--- src/rtl/tca_params.svh ---
`ifndef TCA_PARAMS_SVH
`define TCA_PARAMS_SVH
// I/O offsets; data-space address adds the data offset
`define TCA_DATA_OFS 8'h20
`define TCA_SFIO_OFS 8'h20
`define TCA_ASTAT_OFS 8'h30
`define TCA_CMP_OFS 8'h31
`define TCA_CNT_OFS 8'h32
`define TCA_CTRL_OFS 8'h33
`define TCA_FLAG_OFS 8'h36
`define TCA_MASK_OFS 8'h37
// Field positions
`define TCA_ASYNC_BIT 3
`define TCA_CNT_UB_BIT 2
`define TCA_CMP_UB_BIT 1
`define TCA_CTRL_UB_BIT 0
`define TCA_CMP_BIT 1
`define TCA_OVF_BIT 0
`define TCA_HALT_BIT 7
`define TCA_PSR_BIT 1
`define TCA_WGM0_BIT 6
`define TCA_WGM1_BIT 3
// Reset values
`define TCA_REG_RST 8'h00
// Prescaler reset countdown, in ref_clk cycles; hold lasts one cycle more
`define TCA_PSR_CYCLES 2
`endif

--- src/rtl/tca_pkg.sv ---
package tca_pkg;
  typedef struct packed {
    logic ioWr;
    logic ioRd;
    logic dataSpace;
    logic [7:0] addr;
    logic [7:0] wdata;
  } tca_bus_t;
  typedef enum logic [1:0] {
    TCA_XF_IDLE = 2'b00,
    TCA_XF_REQ = 2'b01,
    TCA_XF_ACK = 2'b11
  } tca_xfer_t;
endpackage

--- src/rtl/tca_timer_regs.sv ---
`timescale 1ns/1ps
`include "tca_params.svh"
module tca_timer_regs
  import tca_pkg::*;
(
  input wire logic ref_clk,
  input wire logic srst,
  input tca_pkg::tca_bus_t bus,
  output logic [7:0] rdata,
  input wire logic timer_osc_input,
  input wire logic timerTick,
  input wire logic globalIrqEnable,
  input wire logic compareVectorAck,
  input wire logic overflowVectorAck,
  output logic compareIrq,
  output logic overflowIrq,
  output logic compareMatch,
  output logic prescalerResetOut,
  output logic timerHalted,
  output logic [7:0] counterValue
);
  import tca_pkg::*;

  localparam logic [7:0] RST = `TCA_REG_RST;

  logic [7:0] cnt_q, cmpLive_q, ctrlLive_q, cmpTmp_q, ctrlTmp_q, cntTmp_q, mask_q;
  logic async_q, halt_q, psr_q, block_q, dirDown_q, cmpFlag_q, ovfFlag_q;
  logic [2:0] ub_q;
  logic [1:0] psrCnt_q;
  logic osc1_q, osc2_q, osc3_q;
  logic [2:0] ackMeta_q, ack_q;
  tca_xfer_t xfer_q [3];

  ////////////////////////////////////////////////////////////////////////
  // Address decode: I/O space or data space
  function automatic logic hit(input tca_bus_t b, input logic [7:0] ofs);
    logic [7:0] a;
    a = b.dataSpace ? 8'(b.addr - `TCA_DATA_OFS) : b.addr;
    return a == ofs;
  endfunction

  logic wrCnt, wrCmp, wrCtrl, wrFlag, wrMask, wrAst, wrSf;
  assign wrCnt = bus.ioWr && hit(bus, `TCA_CNT_OFS);
  assign wrCmp = bus.ioWr && hit(bus, `TCA_CMP_OFS);
  assign wrCtrl = bus.ioWr && hit(bus, `TCA_CTRL_OFS);
  assign wrFlag = bus.ioWr && hit(bus, `TCA_FLAG_OFS);
  assign wrMask = bus.ioWr && hit(bus, `TCA_MASK_OFS);
  assign wrAst = bus.ioWr && hit(bus, `TCA_ASTAT_OFS);
  assign wrSf = bus.ioWr && hit(bus, `TCA_SFIO_OFS);

  ////////////////////////////////////////////////////////////////////////
  // Crystal input synchronizer; edge seen only past second stage
  always_ff @(posedge ref_clk)
  begin
    if (srst)
    begin
      osc1_q <= 1'b0;
      osc2_q <= 1'b0;
      osc3_q <= 1'b0;
    end
    else
    begin
      osc1_q <= timer_osc_input;
      osc2_q <= osc1_q;
      osc3_q <= osc2_q;
    end
  end

  logic oscEdge, tick;
  assign oscEdge = osc2_q && !osc3_q;
  // Crystal edges clock the counter in async mode
  assign tick = (async_q ? oscEdge : timerTick) && !halt_q && !psr_q;

  ////////////////////////////////////////////////////////////////////////
  // Async transfer handshake: request, applied on crystal edge, ack synced back
  always_ff @(posedge ref_clk)
  begin
    if (srst)
    begin
      for (int i = 0; i < 3; i++)
        xfer_q[i] <= TCA_XF_IDLE;
      ackMeta_q <= 3'h0;
      ack_q <= 3'h0;
    end
    else
    begin
      for (int i = 0; i < 3; i++)
      begin
        case (xfer_q[i])
          TCA_XF_IDLE:
            if (ub_q[i] && !ack_q[i])
              xfer_q[i] <= TCA_XF_REQ;
          TCA_XF_REQ:
            if (oscEdge)
              xfer_q[i] <= TCA_XF_ACK;
          default:
            if (ack_q[i])
              xfer_q[i] <= TCA_XF_IDLE;
        endcase
        ackMeta_q[i] <= (xfer_q[i] == TCA_XF_ACK);
        ack_q[i] <= ackMeta_q[i];
      end
    end
  end

  logic [2:0] applyNow;
  always_comb
  begin
    for (int i = 0; i < 3; i++)
      applyNow[i] = async_q ? (xfer_q[i] == TCA_XF_REQ && oscEdge) : 1'b0;
  end

  // Busy flags: write sets, confirmed ack clears; set wins
  always_ff @(posedge ref_clk)
  begin
    if (srst)
    begin
      ub_q <= 3'h0;
    end
    else
    begin
      for (int i = 0; i < 3; i++)
        if (ack_q[i] && xfer_q[i] == TCA_XF_ACK)
          ub_q[i] <= 1'b0;
      if (async_q && wrCnt)
        ub_q[`TCA_CNT_UB_BIT] <= 1'b1;
      if (async_q && wrCmp)
        ub_q[`TCA_CMP_UB_BIT] <= 1'b1;
      if (async_q && wrCtrl)
        ub_q[`TCA_CTRL_UB_BIT] <= 1'b1;
    end
  end

  ////////////////////////////////////////////////////////////////////////
  // Temporaries and live compare/control
  always_ff @(posedge ref_clk)
  begin
    if (srst)
    begin
      cmpTmp_q <= RST;
      ctrlTmp_q <= RST;
      cntTmp_q <= RST;
      cmpLive_q <= RST;
      ctrlLive_q <= RST;
    end
    else
    begin
      if (wrCmp)
        cmpTmp_q <= bus.wdata;
      if (wrCtrl)
        ctrlTmp_q <= bus.wdata;
      if (wrCnt)
        cntTmp_q <= bus.wdata;
      if (!async_q ? wrCmp : applyNow[`TCA_CMP_UB_BIT])
        cmpLive_q <= async_q ? cmpTmp_q : bus.wdata;
      if (!async_q ? wrCtrl : applyNow[`TCA_CTRL_UB_BIT])
        ctrlLive_q <= async_q ? ctrlTmp_q : bus.wdata;
    end
  end

  ////////////////////////////////////////////////////////////////////////
  // Counter, direction, match blocking
  logic phaseCorrect, cntLoad;
  logic [7:0] cntLoadVal;
  assign phaseCorrect = ctrlLive_q[`TCA_WGM0_BIT] && !ctrlLive_q[`TCA_WGM1_BIT];
  assign cntLoad = async_q ? applyNow[`TCA_CNT_UB_BIT] : wrCnt;
  assign cntLoadVal = async_q ? cntTmp_q : bus.wdata;

  always_ff @(posedge ref_clk)
  begin
    if (srst)
    begin
      cnt_q <= RST;
      dirDown_q <= 1'b0;
      block_q <= 1'b0;
    end
    else
    begin
      if (cntLoad)
      begin
        cnt_q <= cntLoadVal;
        block_q <= 1'b1;
      end
      else if (tick)
      begin
        block_q <= 1'b0;
        if (phaseCorrect)
        begin
          if (dirDown_q && cnt_q == 8'h00)
          begin
            dirDown_q <= 1'b0;
            cnt_q <= 8'h01;
          end
          else if (!dirDown_q && cnt_q == 8'hFF)
          begin
            dirDown_q <= 1'b1;
            cnt_q <= 8'hFE;
          end
          else
            cnt_q <= dirDown_q ? 8'(cnt_q - 8'h01) : 8'(cnt_q + 8'h01);
        end
        else
        begin
          dirDown_q <= 1'b0;
          cnt_q <= 8'(cnt_q + 8'h01);
        end
      end
    end
  end

  logic matchEv, ovfEv;
  // A write-blocked tick yields no match
  assign matchEv = tick && !block_q && !cntLoad && cnt_q == cmpLive_q;
  assign ovfEv = tick && !cntLoad &&
    (phaseCorrect ? (dirDown_q && cnt_q == 8'h00) : cnt_q == 8'hFF);

  ////////////////////////////////////////////////////////////////////////
  // Flags: event set wins over clear
  always_ff @(posedge ref_clk)
  begin
    if (srst)
    begin
      cmpFlag_q <= 1'b0;
      ovfFlag_q <= 1'b0;
      mask_q <= RST;
    end
    else
    begin
      if (wrMask)
        mask_q <= bus.wdata;
      if (matchEv)
        cmpFlag_q <= 1'b1;
      else if (compareVectorAck || (wrFlag && bus.wdata[`TCA_CMP_BIT]))
        cmpFlag_q <= 1'b0;
      if (ovfEv)
        ovfFlag_q <= 1'b1;
      else if (overflowVectorAck || (wrFlag && bus.wdata[`TCA_OVF_BIT]))
        ovfFlag_q <= 1'b0;
    end
  end

  assign compareIrq = globalIrqEnable && mask_q[`TCA_CMP_BIT] && cmpFlag_q;
  assign overflowIrq = globalIrqEnable && mask_q[`TCA_OVF_BIT] && ovfFlag_q;

  ////////////////////////////////////////////////////////////////////////
  // Async select, halt and prescaler reset
  always_ff @(posedge ref_clk)
  begin
    if (srst)
    begin
      async_q <= 1'b0;
      halt_q <= 1'b0;
      psr_q <= 1'b0;
      psrCnt_q <= 2'h0;
    end
    else
    begin
      if (wrAst)
        async_q <= bus.wdata[`TCA_ASYNC_BIT];
      if (wrSf)
        halt_q <= bus.wdata[`TCA_HALT_BIT];
      if (wrSf && bus.wdata[`TCA_PSR_BIT])
      begin
        psr_q <= 1'b1;
        psrCnt_q <= 2'(`TCA_PSR_CYCLES);
      end
      else if (wrSf && !bus.wdata[`TCA_HALT_BIT])
      begin
        psr_q <= 1'b0;
        psrCnt_q <= 2'h0;
      end
      else if (!halt_q && psr_q)
      begin
        // Async reset needs a few cycles to complete
        if (psrCnt_q != 2'h0)
          psrCnt_q <= 2'(psrCnt_q - 2'h1);
        else
          psr_q <= 1'b0;
      end
    end
  end

  ////////////////////////////////////////////////////////////////////////
  // Read mux
  always_comb
  begin
    rdata = 8'h00;
    if (hit(bus, `TCA_CNT_OFS))
      rdata = cnt_q;
    else if (hit(bus, `TCA_CMP_OFS))
      rdata = cmpTmp_q;
    else if (hit(bus, `TCA_CTRL_OFS))
      rdata = {1'b0, ctrlTmp_q[6:0]};
    else if (hit(bus, `TCA_ASTAT_OFS))
      rdata = {4'h0, async_q, ub_q};
    else if (hit(bus, `TCA_FLAG_OFS))
      rdata = {6'h00, cmpFlag_q, ovfFlag_q};
    else if (hit(bus, `TCA_MASK_OFS))
      rdata = mask_q;
    else if (hit(bus, `TCA_SFIO_OFS))
      rdata = {halt_q, 5'h00, psr_q && async_q, 1'b0};
  end

  assign compareMatch = matchEv;
  assign prescalerResetOut = psr_q || halt_q;
  assign timerHalted = halt_q || psr_q;
  assign counterValue = cnt_q;
endmodule

--- config.mk ---
export PLATFORM = sky130hd
export DESIGN_NAME = tca_timer_regs
export DESIGN_NICKNAME = d
export VERILOG_FILES = /design/src/rtl/tca_pkg.sv /design/src/rtl/tca_timer_regs.sv
export VERILOG_INCLUDE_DIRS = /design/src /design/src/rtl
export SDC_FILE = /design/constraint.sdc
export NUM_CORES = 1
export LEC_CHECK = 0
export ABC_CLOCK_PERIOD_IN_PS = 3100
export BUFFER_PORTS_ARGS = -buffer_cell sky130_fd_sc_hd__buf_2
export CAP_MARGIN = 30
export CORE_ASPECT_RATIO = 0.8
export CORE_UTILIZATION = 59
export CTS_CLUSTER_DIAMETER = 60
export DETAILED_ROUTE_END_ITERATION = 8
export PLACE_DENSITY_LB_ADDON = 0.1
export SYNTH_ARGS = -nofsm -noshare
export SYNTH_HDL_FRONTEND = slang
export SYNTH_SLANG_ARGS = --single-unit
--- constraint.sdc ---
create_clock -name ref_clk -period 3.1 [get_ports ref_clk]
set_clock_uncertainty 0.2 [all_clocks]
set_input_delay 0.62 -clock ref_clk [delete_from_list [all_inputs] [get_ports ref_clk]]
set_output_delay 0.62 -clock ref_clk [all_outputs]
set_load 0.01 [all_outputs]
==> impl_metrics.env <==
export IMPL_power_uw=2060
export IMPL_first_iter_violations=422
export IMPL_synth_area_mm2=0.004280
export IMPL_cts_reportedPaths_clkPinSlew_ns=0.09
export IMPL_place_congestion=0.9872
export IMPL_placementRows=27
export IMPL_grt_pass1_wl_mm=19.76
export IMPL_drc=0
export IMPL_yosys_cell_types_count=68
export IMPL_hp_class="reg2reg"
export IMPL_synth_edff_count=6
export IMPL_port_buffers=45
export IMPL_drt_wirelength_per_cell_um=18.72
export IMPL_routed_via_density=6.369
export IMPL_crit_path_end_kind="output port"
export IMPL_drive_gt1_share_pct=21.78
export IMPL_worst_pin_slew_ns=0.6446
export IMPL_dieArea_mm2=0.007601
export IMPL_cts_path_max_buffers=2
export IMPL_cpPeakStageDelay_ns=0.22
export IMPL_final_area_mm2=0.004972
export IMPL_pre_cts_slack_ns=-0.07229
export IMPL_vias=4267
export IMPL_ys_ff_latch=76
export IMPL_worstSetupPathType="in2out"
export IMPL_crit_arrival_ns=2.21
export IMPL_setup_viol=0
export IMPL_comb_power_share_pct=11.5
export IMPL_setup_tns_final_ns=0
export IMPL_power_share_switching_pct=27.66
export IMPL_post_route_min_period_ns=3.026
export IMPL_finalHoldViolations=0
export IMPL_gr_usage_all_layers_pct=33.52
export IMPL_intPower_uw=1490
export IMPL_grt_pass1_vias=3792
export IMPL_slew_headroom_pct=56.63
export IMPL_diodes=0
export IMPL_synthCells=523
export IMPL_yosysTopAreaCellShare_pct=32.74
export IMPL_critical_path_top_delay_family="compound AO/OA/AOI/OAI gates"
export IMPL_fin_nets=608
export IMPL_required_ns=2.28
export IMPL_synth_top_family_by_area="simple AND/OR/NAND/NOR gates"
export IMPL_ir_drop_mv=0.2448
export IMPL_synth_area_mux_share_pct=5.495
export IMPL_fin_crit_sh_pct=97.60
export IMPL_pin_count=47
export IMPL_initial_core_util_pct=61.51
export IMPL_async_flop_share_pct=0
export IMPL_synth_compound_area_share_pct=22.57
export IMPL_crit_slowest_cell="ha_1"
export IMPL_routed_wl_mm=12.54
export IMPL_power_share_sequential_pct=49.7
export IMPL_cp_num_buf_inv=4
export IMPL_syn_avg_cell_area_um2=8.184
export IMPL_ys_seq_area_share_pct=36.95
export IMPL_cts_sinks=76
export IMPL_yosysTopAreaCell="dfxtp_1"
export IMPL_cts_root_buf="clkbuf_8"
export IMPL_powerDensity_mw_per_mm2=414.3
export IMPL_pwr_share_clk_pct=38.9
export IMPL_power_net_switching_uw=569.8
export IMPL_synth_fa_ha_area_share_pct=1.169
export IMPL_tritoncts="built"
export IMPL_antenna_found_initial=0
export IMPL_synth_area_leaders="dfxtp_1 33%, a21oi_1 5.8%, nand2_1 5.3%"
export IMPL_critPathMaxFanout=4
export IMPL_ctsHoldBuffers=0
export IMPL_drt_pass1_iter_count=5
export IMPL_grt_max_degree=31
export IMPL_rsz0062_at_grt="false"
export IMPL_slew_violations=0
export IMPL_path_common_cell="buf_2"
export IMPL_p_leak_uw=0.001890
export IMPL_synth_nets=553
export IMPL_synth_ff_type="dfxtp_1"
export IMPL_synth_xor_area_share_pct=3.274
export IMPL_syn_to_final_growth_pct=16.16
export IMPL_max_freq_ghz=0.3305
export IMPL_postRouteAntennaNets=0
export IMPL_max_cap_violations=0
export IMPL_final_cell_mix="70 x dfxtp_1, 61 x nand2_1, 54 x nor2_1"
export IMPL_status="finished, final reports clean"
export IMPL_cts_made_buffers=9
export IMPL_die_h_um=78.18
export IMPL_setup_ws_ns=0.07444
export IMPL_synthSimpleGateAreaFrac_pct=25.31
export IMPL_insertion_delay_ns=0.37
export IMPL_dpl_cell_area_mm2=0.004691
export IMPL_dpl_hpwl_mm=8.924
export IMPL_core_area_mm2=0.006959
export IMPL_worstSetupStartpointType="input port"
export IMPL_die_x_um=97.23
export IMPL_final_common_cell="dfxtp_1"
export IMPL_ys_warn_count=0
export IMPL_crit_chain="buf_2 > inv_1 > ha_1 > xnor2_2 > a31oi_2 > nor3_2 > buf_4 > a22oi_2 > a21boi_2 > o22ai_2 > buf_2"
export IMPL_h_tree_depth=3
export IMPL_gr_total_overflow=0
## power groups by stage
stage | logic (uW) | registers (uW) | clock network (uW)
6_report | 236 | 1020 | 801
4_1_cts | 226 | 1020 | 803
3_3_place_gp | 219 | 1040 | 0
3_5_place_dp | 223 | 1040 | 0
5_1_grt | 254 | 1030 | 845
2_1_floorplan | 141 | 1040 | 0
## registers in the layout, indices dropped and copies added (netlist names), 2 cells and up
signal / flops
ack_q: 3
counterValue: 8
ub_q: 3
cmpTmp_q: 8
ctrlTmp_q: 7
psrCnt_q: 2
cntTmp_q: 8
ackMeta_q: 3
cmpLive_q: 8
mask_q: 8
xfer_q: 6
ctrlLive_q: 2
## cell usage after synthesis (all sizes together) (6+ instances only)
master  count
inv        14
nor2       56
nor2b      14
nor4        6
nor3        8
a211oi     11
nand3      26
nand2      61
a21oi      52
and3       10
xnor2       8
a22oi      11
buf        19
dfxtp      70
edfxtp      6
clkbuf     16
mux2i      19
o211ai      6
a31oi       9
nand2b      7
xor2        8
o21ai      23
## metal layers
layer,part of all wire [%],GRT usage (%),routed length [um],vias up
li1,-,-,-,1995
met1,44,47.49,5549,2022
met2,43,49.23,5396,209
met3,9.8,9.172,1224,41
met4,3.0,11.18,371,0
met5,0,0,0,-
## metrics by stage
| stage | util, % | hold WS [ns] | instances |
|---|---|---|---|
| finish | 71.45 | 0.2540 | 670 |
| global route | 71.45 | 0.2706 | 670 |
| CTS | 70.60 | 0.2508 | 669 |
| detailed placement | 67.40 | 0.2249 | 653 |
| global placement | 67.40 | 0.2193 | 653 |
| floorplan | - | 0.2138 | 523 |
## final timing paths
| path | cells past startpoint | from | endpoint | slack [ns] |
|---|---|---|---|---|
| max | 11 | bus[13] | rdata[3] | 0.07 |
| min | 1 | ackMeta_q[0] | ack_q[0] | 0.25 |
| max reg2reg | 8 | counterValue[0] | counterValue[5] | 0.44 |
| min reg2reg | 1 | ackMeta_q[0] | ack_q[0] | 0.25 |
## logic make-up after synthesis
kind of cell,after synthesis
multiplexers,22
buffers and inverters,49
AO/OA/AOI/OAI,146
XOR/XNOR,16
AND/OR/NAND/NOR,210
flip-flops,76
adder cells (fa/ha/maj),4
## cell type report
cell class,instances,area [um2]
sequential,76,1582
clock inverter,6,67.56
fill,587,1987
multi-input combinational,398,2540
clock buffer,10,137.6
timing repair buffer,79,484.2
inverter,14,52.55
tap,87,108.9
## timing repair
action	CTS	global route
buffers inserted	0	1
endpoints found under the setup margin	2	4
gates resized for setup	5	11
pin swaps	1	6
(Power assumes the default switching activity.)
